**config.mk**
```make
export PLATFORM = sky130hd
export DESIGN_NAME = mpgio_bank
export DESIGN_NICKNAME = d
export VERILOG_FILES = /design/src/pkg/mpgio_pkg.sv /design/src/hdl/mpgio_bank.sv /design/src/hdl/mpgio_sync.sv
export VERILOG_INCLUDE_DIRS = /design/src /design/src/pkg
export SDC_FILE = /design/constraint.sdc
export NUM_CORES = 1
export LEC_CHECK = 0
export BUFFER_PORTS_ARGS = -buffer_cell sky130_fd_sc_hd__buf_2
export CORE_ASPECT_RATIO = 0.5
export CORE_MARGIN = 3
export CORE_UTILIZATION = 46
export DETAILED_ROUTE_END_ITERATION = 16
export PLACE_DENSITY = 0.85
export SYNTH_ARGS = -nofsm -noshare
export SYNTH_HDL_FRONTEND = slang
export SYNTH_HIERARCHICAL = 1
export SYNTH_SLANG_ARGS = --single-unit
```
**constraint.sdc**
```tcl
create_clock -name hclk -period 2.05 [get_ports hclk]
set_input_delay 0.3075 -clock hclk [delete_from_list [all_inputs] [get_ports hclk]]
set_output_delay 0.3075 -clock hclk [all_outputs]
set_load 0.02 [all_outputs]
```
**src/pkg/mpgio_defines.svh**
```systemverilog
`ifndef MPGIO_DEFINES_SVH
`define MPGIO_DEFINES_SVH

// ****************************************************************
// Register indices (printed offsets are not word multiples)
// ****************************************************************
`define MPGIO_IDX_AB_DIR   8'h79
`define MPGIO_IDX_C_DIR    8'h7a
`define MPGIO_IDX_AB_OUT   8'h7b
`define MPGIO_IDX_C_OUT    8'h7c
`define MPGIO_IDX_AB_IN    8'h7d
`define MPGIO_IDX_C_IN     8'h7e
`define MPGIO_IDX_FUNC_SEL 8'h80

// ****************************************************************
// Reset values and field positions
// ****************************************************************
`define MPGIO_RST_DIR      8'h00
`define MPGIO_RST_OUT      8'h00
`define MPGIO_RST_FUNC     8'h00
`define MPGIO_AB_B_LSB     4
`define MPGIO_AB_A_LSB     0
`define MPGIO_FUNC_A_BIT   0
`define MPGIO_FUNC_B_BIT   1
`define MPGIO_FUNC_C_BIT   2

`endif

```
**src/pkg/mpgio_pkg.sv**
```systemverilog
package mpgio_pkg;

  // ****************************************************************
  // Types
  // ****************************************************************
  typedef logic [7:0]  mpgio_reg_t;
  typedef logic [31:0] mpgio_word_t;

  // Bus slave data phase tracking, Gray coded
  typedef enum logic [1:0]
  {
    MPGIO_IDLE  = 2'b00,
    MPGIO_WRITE = 2'b01,
    MPGIO_READ  = 2'b11
  } mpgio_phase_e;

endpackage : mpgio_pkg

```
**src/hdl/mpgio_bank.sv**
```systemverilog
// Overview of operation
// RULE1 - Port A/B direction register, reset zero
// RULE2 - Direction bit: zero input, one output
// RULE3 - Port C direction register, upper bits reserved
// RULE4 - Direction acts only in GPIO function
// RULE5 - Port A/B output data register, reset zero
// RULE6 - Output bit zero low, one high
// RULE7 - Port C output data register, reserved upper
// RULE8 - Output data drives only GPIO outputs
// RULE9 - Port A/B input data register reports pins
// RULE10 - Input bit mirrors detected pin level
// RULE11 - Port C input data register reports pins
// RULE12 - Input registers read-only, pins synchronised
`include "mpgio_defines.svh"

module mpgio_bank #(
  parameter int PORT_PINS = 4
) (
  input  wire logic        hclk,
  input  wire logic        hresetn,
  input  wire logic        hsel,
  input  wire logic [31:0] haddr,
  input  wire logic [1:0]  htrans,
  input  wire logic        hwrite,
  input  wire logic [2:0]  hsize,
  input  wire logic [2:0]  hburst,
  input  wire logic [3:0]  hprot,
  input  wire logic        hmastlock,
  input  wire logic        hready,
  input  wire logic [31:0] hwdata,
  output logic      [31:0] hrdata,
  output logic             hreadyout,
  output logic             hresp,
  input  wire logic [3:0]  multipurpose_port_a_in,
  output logic      [3:0]  multipurpose_port_a_out,
  output logic      [3:0]  multipurpose_port_a_oe,
  input  wire logic [3:0]  multipurpose_port_b_in,
  output logic      [3:0]  multipurpose_port_b_out,
  output logic      [3:0]  multipurpose_port_b_oe,
  input  wire logic [3:0]  multipurpose_port_c_in,
  output logic      [3:0]  multipurpose_port_c_out,
  output logic      [3:0]  multipurpose_port_c_oe
);

  // Register fields are laid out for four pins per port only
  if (PORT_PINS != 4)
  begin : g_bad_pins
    $error("mpgio_bank: registers hold exactly four pins per port");
  end

  // ****************************************************************
  // Storage
  // ****************************************************************
  mpgio_pkg::mpgio_reg_t   ab_dir_r;
  mpgio_pkg::mpgio_reg_t   ab_out_r;
  logic [3:0]              c_dir_r;
  logic [3:0]              c_out_r;
  logic [2:0]              func_gpio_r;
  mpgio_pkg::mpgio_phase_e phase_r;
  mpgio_pkg::mpgio_phase_e phase_nxt;
  logic [7:0]              idx_r;
  logic [7:0]              idx_nxt;
  logic [11:0]             pins_sync;
  mpgio_pkg::mpgio_reg_t   rd_byte;
  logic                    addr_ok;
  logic                    wr_now;

  // ****************************************************************
  // AHB-Lite address phase capture
  // ****************************************************************
  // Index is the byte address divided by four
  assign addr_ok = (haddr[1:0] == 2'b00) && (haddr[31:10] == 22'h000000);

  always_comb
  begin
    phase_nxt = mpgio_pkg::MPGIO_IDLE;
    idx_nxt   = idx_r;
    if (hsel && hready && htrans[1])
    begin
      idx_nxt   = addr_ok ? haddr[9:2] : 8'hff;
      phase_nxt = hwrite ? mpgio_pkg::MPGIO_WRITE : mpgio_pkg::MPGIO_READ;
    end
  end

  // Phase and index follow every accepted address phase
  always_ff @(posedge hclk or negedge hresetn)
  begin
    if (!hresetn)
    begin
      phase_r <= mpgio_pkg::MPGIO_IDLE;
      idx_r   <= 8'h00;
    end
    else
    begin
      phase_r <= phase_nxt;
      idx_r   <= idx_nxt;
    end
  end

  // Zero wait states, always OKAY
  assign hreadyout = 1'b1;
  assign hresp     = 1'b0;
  assign wr_now    = (phase_r == mpgio_pkg::MPGIO_WRITE);

  // ****************************************************************
  // Writable registers
  // ****************************************************************
  // Direction registers; reserved C bits are not stored
  always_ff @(posedge hclk or negedge hresetn)
  begin
    if (!hresetn)
    begin
      ab_dir_r <= `MPGIO_RST_DIR;                           // [RULE1]
      c_dir_r  <= 4'(`MPGIO_RST_DIR);                       // [RULE3]
    end
    else if (wr_now)
    begin
      if (idx_r == `MPGIO_IDX_AB_DIR)
        ab_dir_r <= hwdata[7:0];                            // [RULE1]
      if (idx_r == `MPGIO_IDX_C_DIR)
        c_dir_r <= hwdata[3:0];                             // [RULE3]
    end
  end

  // Output data registers
  always_ff @(posedge hclk or negedge hresetn)
  begin
    if (!hresetn)
    begin
      ab_out_r <= `MPGIO_RST_OUT;                           // [RULE5]
      c_out_r  <= 4'(`MPGIO_RST_OUT);                       // [RULE7]
    end
    else if (wr_now)
    begin
      if (idx_r == `MPGIO_IDX_AB_OUT)
        ab_out_r <= hwdata[7:0];                            // [RULE5]
      if (idx_r == `MPGIO_IDX_C_OUT)
        c_out_r <= hwdata[3:0];                             // [RULE7]
    end
  end

  // Port function select: one bit per port, set means GPIO
  always_ff @(posedge hclk or negedge hresetn)
  begin
    if (!hresetn)
      func_gpio_r <= 3'(`MPGIO_RST_FUNC);
    else if (wr_now && idx_r == `MPGIO_IDX_FUNC_SEL)
      func_gpio_r <= hwdata[2:0];
  end

  // ****************************************************************
  // Pin drive
  // ****************************************************************
  // A pin drives only when its port is GPIO and its bit says output
  always_comb
  begin
    for (int i = 0; i < 4; i++)
    begin
      multipurpose_port_a_oe[i]  = func_gpio_r[`MPGIO_FUNC_A_BIT]
                                   && ab_dir_r[`MPGIO_AB_A_LSB + i];    // [RULE2] [RULE4]
      multipurpose_port_b_oe[i]  = func_gpio_r[`MPGIO_FUNC_B_BIT]
                                   && ab_dir_r[`MPGIO_AB_B_LSB + i];    // [RULE2] [RULE4]
      multipurpose_port_c_oe[i]  = func_gpio_r[`MPGIO_FUNC_C_BIT] && c_dir_r[i]; // [RULE4]
      // Level is gated so a stored value never reaches an idle pin
      multipurpose_port_a_out[i] = multipurpose_port_a_oe[i]
                                   && ab_out_r[`MPGIO_AB_A_LSB + i];    // [RULE6] [RULE8]
      multipurpose_port_b_out[i] = multipurpose_port_b_oe[i]
                                   && ab_out_r[`MPGIO_AB_B_LSB + i];    // [RULE6] [RULE8]
      multipurpose_port_c_out[i] = multipurpose_port_c_oe[i] && c_out_r[i]; // [RULE8]
    end
  end

  // ****************************************************************
  // Pin sampling
  // ****************************************************************
  // Pins are sampled whatever the direction, so outputs read back
  mpgio_sync #(
    .WIDTH (12)
  ) u_sync (
    .hclk     (hclk),
    .hresetn  (hresetn),
    .async_in ({multipurpose_port_c_in, multipurpose_port_b_in,
                multipurpose_port_a_in}),                  // [RULE12]
    .sync_out (pins_sync)
  );

  // ****************************************************************
  // Read mux
  // ****************************************************************
  // Input registers have no write path at all
  always_comb
  begin
    case (idx_r)
      `MPGIO_IDX_AB_DIR:   rd_byte = ab_dir_r;
      `MPGIO_IDX_C_DIR:    rd_byte = {4'h0, c_dir_r};
      `MPGIO_IDX_AB_OUT:   rd_byte = ab_out_r;
      `MPGIO_IDX_C_OUT:    rd_byte = {4'h0, c_out_r};
      `MPGIO_IDX_AB_IN:    rd_byte = pins_sync[7:0];        // [RULE9] [RULE10]
      `MPGIO_IDX_C_IN:     rd_byte = {4'h0, pins_sync[11:8]}; // [RULE11] [RULE10]
      `MPGIO_IDX_FUNC_SEL: rd_byte = {5'h00, func_gpio_r};
      default:             rd_byte = 8'h00;
    endcase
  end

  // Read data registered at the address phase's end would lag pins;
  // presenting during the data phase keeps it one cycle fresh
  assign hrdata = (phase_r == mpgio_pkg::MPGIO_READ) ? {24'h000000, rd_byte} : 32'h00000000;

  // ****************************************************************
  // Checks
  // ****************************************************************
  AST_DIR_RESET: assert property (@(posedge hclk)                      // [RULE1]
    $rose(hresetn) |-> ab_dir_r == 8'h00 && c_dir_r == 4'h0)
    else $error("direction not zero after reset");

  AST_NO_DRIVE_INPUT: assert property (@(posedge hclk) disable iff (!hresetn) // [RULE2]
    !ab_dir_r[0] |-> !multipurpose_port_a_oe[0])
    else $error("input pin is driven");

  AST_C_DIR_WRITE: assert property (@(posedge hclk) disable iff (!hresetn) // [RULE3]
    wr_now && idx_r == 8'h7a |=> c_dir_r == $past(hwdata[3:0]))
    else $error("port C direction write lost");

  AST_FUNC_GATE: assert property (@(posedge hclk) disable iff (!hresetn) // [RULE4]
    !func_gpio_r[2] |-> multipurpose_port_c_oe == 4'h0)
    else $error("port C driven outside GPIO");

  AST_AB_OUT_WRITE: assert property (@(posedge hclk) disable iff (!hresetn) // [RULE5]
    wr_now && idx_r == 8'h7b |=> ab_out_r == $past(hwdata[7:0]))
    else $error("port A/B output write lost");

  AST_LEVEL_HIGH: assert property (@(posedge hclk) disable iff (!hresetn) // [RULE6]
    multipurpose_port_b_oe[3] && ab_out_r[7] |-> multipurpose_port_b_out[3])
    else $error("output one not high");

  AST_C_OUT_WRITE: assert property (@(posedge hclk) disable iff (!hresetn) // [RULE7]
    wr_now && idx_r == 8'h7c |=> c_out_r == $past(hwdata[3:0]))
    else $error("port C output write lost");

  AST_OUT_GATED: assert property (@(posedge hclk) disable iff (!hresetn) // [RULE8]
    !multipurpose_port_a_oe[1] |-> !multipurpose_port_a_out[1])
    else $error("output level leaks to non-output pin");

  AST_AB_IN_READ: assert property (@(posedge hclk) disable iff (!hresetn) // [RULE9]
    phase_r == mpgio_pkg::MPGIO_READ && idx_r == 8'h7d |-> hrdata[7:0] == pins_sync[7:0])
    else $error("port A/B input read wrong");

  AST_PIN_LATENCY: assert property (@(posedge hclk) disable iff (!hresetn) // [RULE10]
    ##2 pins_sync[0] == $past(multipurpose_port_a_in[0], 2))
    else $error("pin level not reported after two cycles");

  AST_C_IN_READ: assert property (@(posedge hclk) disable iff (!hresetn) // [RULE11]
    phase_r == mpgio_pkg::MPGIO_READ && idx_r == 8'h7e |-> hrdata[7:4] == 4'h0)
    else $error("port C reserved bits not zero");

  AST_IN_READONLY: assert property (@(posedge hclk) disable iff (!hresetn) // [RULE12]
    wr_now && idx_r == 8'h7d |=> $stable(ab_dir_r) && $stable(ab_out_r))
    else $error("write to input register had effect");

endmodule : mpgio_bank

```
**src/hdl/mpgio_sync.sv**
```systemverilog
// ****************************************************************
// Two flop synchroniser, one per bit
// ****************************************************************
module mpgio_sync #(
  parameter int WIDTH = 12
) (
  input  wire logic             hclk,
  input  wire logic             hresetn,
  input  wire logic [WIDTH-1:0] async_in,
  output logic      [WIDTH-1:0] sync_out
);

  // Refuse a width that leaves nothing to synchronise
  if (WIDTH < 1)
  begin : g_bad_width
    $error("mpgio_sync: WIDTH must be at least 1");
  end

  // ****************************************************************
  // Per bit stages
  // ****************************************************************
  for (genvar i = 0; i < WIDTH; i++)
  begin : g_bit
    logic meta_r;
    logic stable_r;
    // First stage is read only by the second stage
    always_ff @(posedge hclk or negedge hresetn)
    begin
      if (!hresetn)
      begin
        meta_r   <= 1'b0;
        stable_r <= 1'b0;
      end
      else
      begin
        meta_r   <= async_in[i];
        stable_r <= meta_r;
      end
    end
    assign sync_out[i] = stable_r;
  end

endmodule : mpgio_sync

```
======== Yosys cells after proc, flatten, opt, wreduce, memory -nomap -nowiden ========
Cells that the tools add are included.
storage, ports and cells
  input port bits ......................... 94
  bits in registers ....................... 61
  word-level logic and storage cells ...... 79
  output and inout port bits .............. 58
operators by class
  reduce and logical (&&, ||, !) cells .... 34
  mux-type cells .......................... 5
  equality and inequality tests ........... 9
operator list
  kind                                                  count
  one-hot mux 8 bit (7 select lines)                    1
  equality test 8 x 7 -> 1 bit (second input constant)  6
  logical AND 1 bit                                     28
  zero test 22 bit                                      1
  2-to-1 mux 8 bit                                      2
  equality test 8 bit (second input constant)           1
  AND reduction 2 bit                                   4
  2-to-1 mux 2 bit                                      2
  equality test 2 x 1 -> 1 bit (second input constant)  1
  equality test 2 bit (second input constant)           1
  zero test 2 bit                                       1

======== Longest topological paths before layout ========
Gate-level depths: netlist (run 1).
  word-level depth ........................ 3
  depth in mapped cells ................... 6
  depth with buffers taken out ............ 4

======== Cells and area by module ========
Netlist (run 1), hierarchy kept.
by module, submodules not included
  module      area each (µm²)  instances  seq. area each (µm²)  cells each
  mpgio_bank  2,321.0          1          925.9                 227
  mpgio_sync  690.7            1          600.6                 36

======== Worst setup path before layout (run 1) ========
OpenSTA, ideal clock, no wires.
  path type ............................... reg2out
  from .................................... reg idx_r[7]
  to ...................................... out hrdata[0]
  data required time ...................... 1.742 ns
  setup slack ............................. 0.070 ns
  buffers on the path ..................... 1
  arrival time ............................ 1.673 ns
  stages on the path, launching flop included .. 6
  cells stage by stage .................... dfrtp_1 nand3b_1 buf_4 nor4_1 o211ai_2 a31oi_1
on the way
  cells in the longest elaborated chain, start to end .. 3
  elaborated cells between the ends (all ways) .. 9
  those cells by class .................... eq/ne: 7; mux: 2
RTL lines
  element                                                              line               source
  start, declared                                                      mpgio_bank.sv:61   logic [7:0] idx_r;
  start signal, assigned                                               mpgio_bank.sv:96   idx_r <= idx_nxt;
  equality test 8 bit or equality test 8 x 7 -> 1 bit (tied branches)  mpgio_bank.sv:193  case (idx_r)
  one-hot mux 8 bit (7 select lines) (*)                               mpgio_bank.sv:193
  2-to-1 mux 8 bit (*)                                                 mpgio_bank.sv:207  assign hrdata = (phase_r == mpgio_pkg::MPGIO_READ) ? {24'h000000, rd_byte} : 32'h00000000;
  end, declared                                                        mpgio_bank.sv:31   output logic [31:0] hrdata,
Mark *: on every way between the ends. The rest lies on a longest branch, timed or not.

======== Worst setup path after layout (run 1) ========
Ends and elaborated chain as after synthesis.

==> flow_summary.json, run 1 <==
{
  "place_hpwl_mm": 4.971,
  "clock_latency_ns": 0.32,
  "grt_busiest_layer": "met2",
  "die_h_um": 63.22,
  "yosysMostFrequentCell": "dfrtp_1",
  "ys.flop_type": "dfrtp_1",
  "fin_area_um2": 3975,
  "synth_largest_area_cell": "dfrtp_1",
  "multi_input_area_um2": 1341,
  "synth-seq-cells": 61,
  "utilization": 0.6405,
  "ys_warn_count": 6,
  "clock_sinks": 61,
  "track_usage": 0.1925,
  "cp.required_ns": 1.74,
  "via_count": 2354,
  "slew_violations": 0,
  "use_met2": 0.3204,
  "start_util": 0.4853,
  "crit_fanout": 8,
  "ir_drop_mv": 0.4111,
  "io_pins": 152,
  "cts-buffers-inserted": 9,
  "crit_type": "reg2out",
  "fin_crit_sh": 1.113,
  "drive_gt1_frac": 0.5013,
  "outcome": "finished with violations",
  "cts_tree": "built",
  "first_global_vias": 2284,
  "core_area_um2": 6206,
  "max_freq_mhz": 438.4,
  "syn_inst": 263,
  "critPathLaunchType": "register",
  "p_total_mw": 2.954,
  "netlist.area_leader.share": 0.5069,
  "min_period_ns": 2.281,
  "clock_skew_ns": 0.004499,
  "grt_start_max_net_pins": 23,
  "routed_via_density": 5.129,
  "setup_violations": 8,
  "dpl_cell_area_um2": 3452,
  "drtPass1Iterations": 4,
  "synthTopCellsByArea": "dfrtp_1 (51%), mux2_2 (12%), buf_4 (10%)",
  "grt_first_pass_wirelength_mm": 11.43,
  "r2r_cells": 6,
  "cp.arrival_ns": 1.97,
  "synth-async-reset-ratio": 1.000,
  "relSlewSlack": 0.6575,
  "cts_max_path_buffers": 2,
  "syn_to_final_growth_pct": 31.99,
  "holdWs_ns": 0.08835,
  "synth_area_um2": 3012,
  "synth_edf_count": 0,
  "ys_top_cells_by_count": "dfrtp_1 (61), buf_4 (40), mux2_2 (32)",
  "drtAntennaViolNets": 0,
  "seq_area_um2": 1530,
  "hp-class": "in2reg",
  "gp_congestion": 0.8278,
  "layout.nets": 461,
  "drc_errors": 0,
  "dieArea_um2": 7613,
  "seq_area_frac_synth": 0.5069,
  "diodes": 0,
  "root_buffer": "clkbuf_16",
  "end_kind": "output pin",
  "gr-usage-met1": 0.2426,
  "violations": "negative setup slack",
  "routed_wl_mm": 7.221,
  "die_w_um": 120.4,
  "clk_pin_slew_ns": 0.05,
  "power.density_nw_per_um2": 743.1,
  "rows": 20,
  "grtUsageMet3": 0.06726,
  "tightest_slew_ns": 0.5118,
  "portBuffers": 89,
  "leakage_nw": 1.991,
  "synthDistinctLibCells": 37,
  "max-cap-violations": 0,
  "rsz0062_at_grt": "yes",
  "grt_overflow": 0,
  "first_iter_violations": 276,
  "wl_per_cell_um": 15.73,
  "fill_cells": 463,
  "fin_ws_ns": -0.2309,
  "htree_levels": 3,
  "antenna_found_initial": 0,
  "worstHoldPathCells": 1,
  "avgSynthCellArea_um2": 11.45,
  "hold_violations": 0
}
[cell families after synthesis]
group                  count (synthesis)  share of synthesized area
AO/OA/AOI/OAI                         24                    0.05069
flip-flops                            61                     0.5069
multiplexers                          40                     0.1462
AND/OR/NAND/NOR                       89                     0.1816
other                                  2                   0.002494
buffers and inverters                 47                     0.1122
[worst paths after layout]
kind / to / slack (ns) / startpoint
worst max-delay path: hrdata[0] / -0.23 / idx_r[7]$_DFFE_PN0P_
worst min-delay path: u_sync/g_bit[10].meta_r$_DFF_PN0_ / 0.09 / multipurpose_port_c_in[2]
worst max register to register: c_out_r[1]$_DFFE_PN0P_ / 0.04 / idx_r[7]$_DFFE_PN0P_
worst min register to register: u_sync/g_bit[6].stable_r$_DFF_PN0_ / 0.34 / u_sync/g_bit[6].meta_r$_DFF_PN0_
max in group asynchronous: idx_r[2]$_DFFE_PN0P_ / 0.94 / hresetn
min in group asynchronous: ab_out_r[3]$_DFFE_PN0P_ / 0.46 / hresetn
[stage by stage]
stage	worst slack [ns]	TNS [ns]	std cells
floorplan	0.06963	0	287
global placement	0.1014	0	434
detailed placement	0.07786	0	434
CTS	-0.1433	-1.013	456
global route	-0.2887	-2.020	459
finish	-0.2309	-1.472	459
[state kept, by name, indices dropped and copies added, names as in the netlist]
register,count
ab_dir_r,8
ab_out_r,8
c_dir_r,4
c_out_r,4
func_gpio_r,3
idx_r,8
phase_r,2
u_sync/g_bit.meta_r,12
u_sync/g_bit.stable_r,12
[placed cells by master (no fill, tap or decap), types with 2 or more instances in the layout]
master and instances:
nor2_2 2, a21oi_1 9, and2_1 12, nor4_4 2, nand3_1 2, nor3_4 2
clkinv_2 2, nor4_2 2, buf_4 23, nor3_2 3, a31oi_1 3, nand4b_1 2
conb_1 26, a21oi_2 3, buf_2 83, clkbuf_8 2, nor2_1 21, nor4_1 7
a22oi_2 4, nand4_1 3, mux2i_1 8, mux2_2 32, clkbuf_16 9, and3b_1 2
dfrtp_2 3, dfrtp_1 58, nor3_1 2, and3_1 13, buf_6 6, nand2_1 6
o2bb2ai_1 2
[repair_timing]
item,4_1_cts,5_1_grt
pin swaps,13,5
setup endpoints to repair,8,8
resized for setup,27,9
endpoints found under the hold margin,17,0
hold buffers,1,0
buffers inserted,6,3
[routing by layer]
metal,wire length [um],vias to the layer above,part of all wire
met1,2959,1158,0.41
met3,589,13,0.082
met4,119,0,0.016
met2,3552,102,0.49
li1,-,1081,-
met5,0,-,0
[cell type report]
type,instances,share of cell area
clock inverters,4,0.01196
multi-input cells,179,0.3374
repair buffers,114,0.1725
clock buffers,11,0.06358
well taps,88,0.02770
inverters,2,0.001889
flip-flops and latches,61,0.3850
[critical path: stages, from the launching register on]
cell and delay, ns:
dfrtp_1 0.38, nand3b_1 0.27, nor4_4 0.37, o211ai_4 0.19, a31oi_1 0.23, buf_2 0.21
[where the power goes]
group	internal, mW	switching, mW	leakage [nW]
sequential	1.25	0.0279	0.718
clock	0.993	0.498	0.147
combinational	0.0712	0.116	1.13
total	2.31	0.642	1.99
Note: power is estimated with default switching activity, not from simulation.
==> run 2, diff against run 1 <==
--- a/config.mk
+++ b/config.mk
@@ -15,4 +15,3 @@
 export SYNTH_ARGS = -nofsm -noshare
 export SYNTH_HDL_FRONTEND = slang
-export SYNTH_HIERARCHICAL = 1
 export SYNTH_SLANG_ARGS = --single-unit
==> constraint.sdc (replaced) <==
create_clock -name hclk -period 2.05 [get_ports hclk]
set_input_delay 0.41 -clock hclk [delete_from_list [all_inputs] [get_ports hclk]]
set_output_delay 0.41 -clock hclk [all_outputs]
set_load 0.02 [all_outputs]
==> run 2 against run 1 <==
- the flow still finishes with violations (negative setup slack)
- global-route usage grew 1.4 points
- clock skew grew 0.0039 ns
- first-iteration DRC count shrank 54%
- critical endpoint unchanged
==> flow_summary.json, run 2 <==
{
  "final_common_cell": "buf_2",
  "ys.flop_type": "dfrtp_1",
  "routed_wl_mm": 7.845,
  "crit_fanout": 8,
  "p_switching_mw": 0.6125,
  "cpPeakStageDelay_ns": 0.47,
  "hp-class": "in2async",
  "gp_congestion": 0.8884,
  "syn_inst": 256,
  "r2r_cells": 5,
  "outcome": "finished with violations",
  "track_usage": 0.2062,
  "placed_cells": 444,
  "synth_edf_count": 0,
  "antenna_found_initial": 0,
  "synth-async-reset-ratio": 1.000,
  "diodes": 0,
  "cp_num_cells": 7,
  "leakage_nw": 2.014,
  "fin_setup_tns_ns": -2.209,
  "end_kind": "output pin",
  "htree_levels": 3,
  "io_pins": 152,
  "cp_cell_sequence": "buf_4 -> buf_4 -> mux2i_1 -> nor3_1 -> a21oi_1 -> a31oi_1 -> buf_4",
  "synthDistinctLibCells": 47,
  "setup_violations": 8,
  "seq_power_share": 0.455,
  "cts_max_path_buffers": 2,
  "clock_skew_ns": 0.008423,
  "fin_crit_sh": 1.151,
  "crit_type": "reg2out",
  "grt_start_max_net_pins": 29,
  "max_freq_mhz": 423.7,
  "die_h_um": 63.07,
  "drive_gt1_frac": 0.4395,
  "ir_drop_mv": 0.3872,
  "reg_top3": "u_sync.g_bit.meta_r (12), u_sync.g_bit.stable_r (12)",
  "synth-seq-cells": 61,
  "clock_power_share": 0.487,
  "cp.arrival_ns": 1.95,
  "hold_violations": 0,
  "die_w_um": 120.1,
  "sw_frac_of_total": 0.2203,
  "syn_to_final_growth_pct": 35.28,
  "wl_per_cell_um": 16.76,
  "netlist.area_leader.share": 0.5094,
  "layout.nets": 471,
  "grt_overflow": 0,
  "clock_latency_ns": 0.33,
  "core_area_um2": 6181,
  "critPathLaunchType": "register",
  "first_iter_violations": 126,
  "dieArea_um2": 7578,
  "crit_start": "idx_r[0]$_DFFE_PN0P_",
  "holdWs_ns": 0.03925,
  "first_global_vias": 2448,
  "power.density_nw_per_um2": 685.9,
  "rsz0062_at_grt": "yes",
  "grt_first_pass_wirelength_mm": 11.99,
  "synth_area_um2": 2997,
  "avgSynthCellArea_um2": 11.71,
  "start_util": 0.4848,
  "reg2reg_from": "idx_r[1]$_DFFE_PN0P_",
  "p_total_mw": 2.780,
  "root_buffer": "clkbuf_16",
  "via_count": 2433,
  "ys_top_cells_by_count": "dfrtp_1 (61), buf_4 (29), mux2_1 (23)",
  "yosysMostFrequentCell": "dfrtp_1",
  "drc_errors": 0,
  "synthTopCellsByArea": "dfrtp_1 (51%), mux2_1 (8.6%), buf_4 (7.3%)",
  "violations": "negative setup slack",
  "portBuffers": 89,
  "fin_cells": 468,
  "crit_slowest_cell": "dfrtp_2",
  "routed_via_density": 5.199,
  "drtPass1Iterations": 4,
  "pwr-share-comb": 0.058,
  "p_int_mw": 2.168,
  "drtAntennaViolNets": 0,
  "min_period_ns": 2.360,
  "seq_area_frac_synth": 0.5094,
  "synth_largest_area_cell": "dfrtp_1",
  "cts-buffers-inserted": 9,
  "layout_common_cells": "buf_2 (82), dfrtp_1 (58), buf_4 (27)",
  "clk_pin_slew_ns": 0.05,
  "max-cap-violations": 0,
  "slew_violations": 0,
  "ys_warn_count": 0,
  "fin_ws_ns": -0.3103,
  "cts_tree": "built",
  "crit_top_cell": "buf_4",
  "utilization": 0.6559,
  "cp.required_ns": 1.64,
  "rows": 20,
  "clock_sinks": 61,
  "crit_buf_inv": 3,
  "cp_top_family": "buffers and inverters",
  "place_hpwl_mm": 5.529
}
-- run 2: metal layers --
metal | vias up | track usage | part of all wire
met5 | - | 0 | 0
met2 | 150 | 0.3396 | 0.49
li1 | 1101 | - | -
met3 | 15 | 0.05202 | 0.081
met4 | 0 | 0.09843 | 0.017
met1 | 1167 | 0.2562 | 0.41
-- run 2: per-stage QoR --
step	area, um2	worst slack (ns)
4_1_cts	3905	-0.3009
5_1_grt	4054	-0.4154
2_1_floorplan	3095	0.02378
6_report	4054	-0.3103
3_5_place_dp	3578	-0.02849
3_3_place_gp	3578	0.02817
-- run 2: cell type report --
class                      count  area, um2
multi-input combinational    182       1398
fill                         452       2127
clock buffer                  12      256.5
inverter                       4      15.01
clock inverter                 2      10.01
sequential                    61       1530
timing repair buffer         119      734.5
tap                           88      110.1
-- run 2: final timing paths --
kind / slack [ns] / to
worst min-delay path: 0.04 / u_sync.g_bit[4].stable_r$_DFF_PN0_
worst max-delay path: -0.31 / hrdata[0]
worst min register to register: 0.34 / u_sync.g_bit[1].stable_r$_DFF_PN0_
min in group hclk: 0.19 / u_sync.g_bit[5].meta_r$_DFF_PN0_
worst max register to register: 0.10 / c_out_r[1]$_DFFE_PN0P_
max in group asynchronous: 1.42 / idx_r[0]$_DFFE_PN0P_
-- run 2: repair_timing --
| action | in CTS | in global routing |
|---|---|---|
| setup endpoints to repair | 8 | 11 |
| hold buffers | 0 | 0 |
| buffers inserted | 1 | 8 |
| gates cloned | 0 | 1 |
| pin swaps | 0 | 7 |
| gates resized for setup | 17 | 19 |
-- run 2: worst register-to-register path, stage by stage, from the launching register on --
cell and delay, ns:
dfrtp_2 0.46, buf_6 0.14, buf_4 0.15, nor4_4 0.31, nor3b_4 0.44, mux2_4 0.34
-- run 2: cells by family after synthesis --
family	share of synthesized area
flip-flops	0.5094
multiplexers	0.1457
buffers and inverters	0.08350
other	0.002506
AO/OA/AOI/OAI	0.06681
AND/OR/NAND/NOR	0.1921
-- run 2: power by group through the flow --
stage | clock [mW] | combinational (mW) | sequential, mW
5_1_grt | 1.43 | 0.180 | 1.27
2_1_floorplan | 0 | 0.106 | 1.28
6_report | 1.35 | 0.162 | 1.27
3_5_place_dp | 0 | 0.160 | 1.28
4_1_cts | 1.38 | 0.162 | 1.26
3_3_place_gp | 0 | 0.153 | 1.28
==> run 3, diff against run 2 <==
Settings changed: CORE_ASPECT_RATIO 0.5 to 1.75, REMOVE_ABC_BUFFERS set to 1.
==> run 3 against run 2 <==
- via count down 4.4%
- the flow still finishes with violations (negative setup slack)
- sequential share of layout area is 0.80 points higher
- clock-buffer cell count is the same
- clock power down 18%
- die area decreased by 0.27%
- wire length shrank 11%
- maximum frequency decreased by 0.10%
- critical path depth fell by 1
- final area decreased by 2.1%
- power decreased by 8.9%
- largest cell class unchanged
- global-route usage decreased by 1.0 points
==> flow_summary.json, run 3 (synthesis results as in run 2) <==
{
  "pwr-share-comb": 0.063,
  "violations": "negative setup slack",
  "cts_tree": "built",
  "syn_to_final_growth_pct": 32.48,
  "layout.nets": 467,
  "die_h_um": 112.8,
  "grt_start_max_net_pins": 39,
  "hp-class": "in2async",
  "crit_type": "reg2out",
  "drtAntennaViolNets": 0,
  "crit_start": "idx_r[7]$_DFFE_PN0P_",
  "routed_via_density": 5.076,
  "reg2reg_slack_ns": 0.15,
  "power.density_nw_per_um2": 637.9,
  "final_common_cell": "buf_2",
  "wl_per_cell_um": 15.31,
  "routed_wl_mm": 7.011,
  "max-cap-violations": 0,
  "first_global_vias": 2326,
  "drc_errors": 0,
  "min_period_ns": 2.363,
  "end_kind": "output pin",
  "diodes": 0,
  "track_usage": 0.1959,
  "rows": 38,
  "grt_first_pass_wirelength_mm": 10.97,
  "holdWs_ns": 0.04104,
  "crit_fanout": 7,
  "cts_max_path_buffers": 2,
  "seq_power_share": 0.498,
  "clock_sinks": 61,
  "grt_overflow": 0,
  "tightest_slew_ns": 0.5322,
  "reg2reg_from": "idx_r[7]$_DFFE_PN0P_",
  "portBuffers": 89,
  "gp_congestion": 0.8420,
  "p_switching_mw": 0.5486,
  "cp.required_ns": 1.64,
  "dp_slack_ns": -0.03307,
  "antenna_found_initial": 0,
  "crit_end": "hrdata[3]",
  "die_w_um": 67.01,
  "max_freq_mhz": 423.2,
  "cts-buffers-inserted": 9,
  "leakage_nw": 2.002,
  "cp.arrival_ns": 1.95,
  "start_util": 0.4775,
  "drtPass1Iterations": 4,
  "ir_drop_mv": 0.4052,
  "critPathLaunchType": "register",
  "placed_cells": 440,
  "core_area_um2": 6276,
  "io_pins": 152,
  "dpl_cell_area_um2": 3602,
  "clk_pin_slew_ns": 0.07,
  "utilization": 0.6326,
  "fin_crit_sh": 1.153,
  "place_hpwl_mm": 5.263,
  "sw_frac_of_total": 0.2166,
  "first_iter_violations": 72,
  "layout_common_cells": "buf_2 (82), dfrtp_1 (58), conb_1 (26)",
  "setup_violations": 8,
  "hold_violations": 0,
  "htree_levels": 3,
  "via_count": 2325,
  "outcome": "finished with violations",
  "p_int_mw": 1.984,
  "clock_latency_ns": 0.34,
  "fin_ws_ns": -0.3127,
  "root_buffer": "clkbuf_8",
  "fill_cells": 518,
  "fin_area_um2": 3970,
  "slew_violations": 0,
  "relSlewSlack": 0.6452,
  "clock_power_share": 0.440,
  "drive_gt1_frac": 0.4418,
  "fin_cells": 458,
  "reg_top3": "u_sync.g_bit.meta_r (12), u_sync.g_bit.stable_r (12)",
  "reg2reg_to": "c_out_r[3]$_DFFE_PN0P_",
  "clock_skew_ns": 0.009605,
  "dieArea_um2": 7557,
  "r2r_cells": 8,
  "rsz0062_at_grt": "yes"
}
## run 3: cell types whose count changed in the layout (fill, tap and decap cells not counted), moves of 4 or more
| cell | delta |
|---|---|
| a22oi_1 | -4 |
| buf_4 | -4 |
| a22oi_2 | +4 |
| clkbuf_8 | +7 |
| clkbuf_16 | -9 |
## run 3: worst min path at each step
stage | to | slack, ns
floorplan | ab_dir_r[0]$_DFFE_PN0P_ | 0.11
global placement | u_sync.g_bit[5].stable_r$_DFF_PN0_ | 0.33
detailed placement | u_sync.g_bit[11].stable_r$_DFF_PN0_ | 0.33
CTS | ab_dir_r[7]$_DFFE_PN0P_ | 0.05
global route | ab_dir_r[7]$_DFFE_PN0P_ | 0.07
finish | ab_dir_r[7]$_DFFE_PN0P_ | 0.04
## run 3: power groups by stage
stage,registers (mW),logic (mW),clock network (mW)
floorplan,1.28,0.0670,0
global placement,1.28,0.154,0
detailed placement,1.28,0.157,0
CTS,1.26,0.159,1.13
global route,1.26,0.177,1.20
finish,1.26,0.159,1.11
## run 3: cell type report
type | count | area [um2] | share of cell area
repair buffers | 115 | 713.2 | 0.1796
well taps | 80 | 100.1 | 0.02521
multi-input cells | 182 | 1404 | 0.3536
clock buffers | 12 | 135.1 | 0.03404
clock inverters | 4 | 72.57 | 0.01828
flip-flops and latches | 61 | 1530 | 0.3854
inverters | 4 | 15.01 | 0.003782
## run 3: metrics by stage
| stage | power [mW] | setup TNS [ns] |
|---|---|---|
| finish | 2.533 | -2.248 |
| CTS | 2.552 | -2.330 |
| global route | 2.636 | -2.883 |
| floorplan | 1.342 | -0.4373 |
| detailed placement | 1.439 | -0.06260 |
| global placement | 1.433 | -0.008496 |
## run 3: repair_timing
| item | 4_1_cts | 5_1_grt |
|---|---|---|
| gates cloned | 0 | 0 |
| hold buffers | 0 | 0 |
| pin swaps | 7 | 7 |
| setup buffers | 2 | 0 |
| endpoints found under the setup margin | 8 | 8 |
| resized for setup | 29 | 11 |
## run 3: worst max-delay path: stages (launching register included)
cell      delay, ns
dfrtp_1        0.38
nand3b_1       0.17
buf_6          0.15
o31ai_4        0.27
nand4b_4       0.19
nor4_2         0.26
buf_2          0.21
## run 3: layer usage
metal  vias up  share of wire  wire length (um)  track usage
li1       1103              -                 -            -
met1      1125           0.35              2457       0.1983
met2        85           0.57              4006       0.3601
met3        12          0.055               386      0.04270
met4         0          0.023               160      0.09756
met5         -              0                 0            0
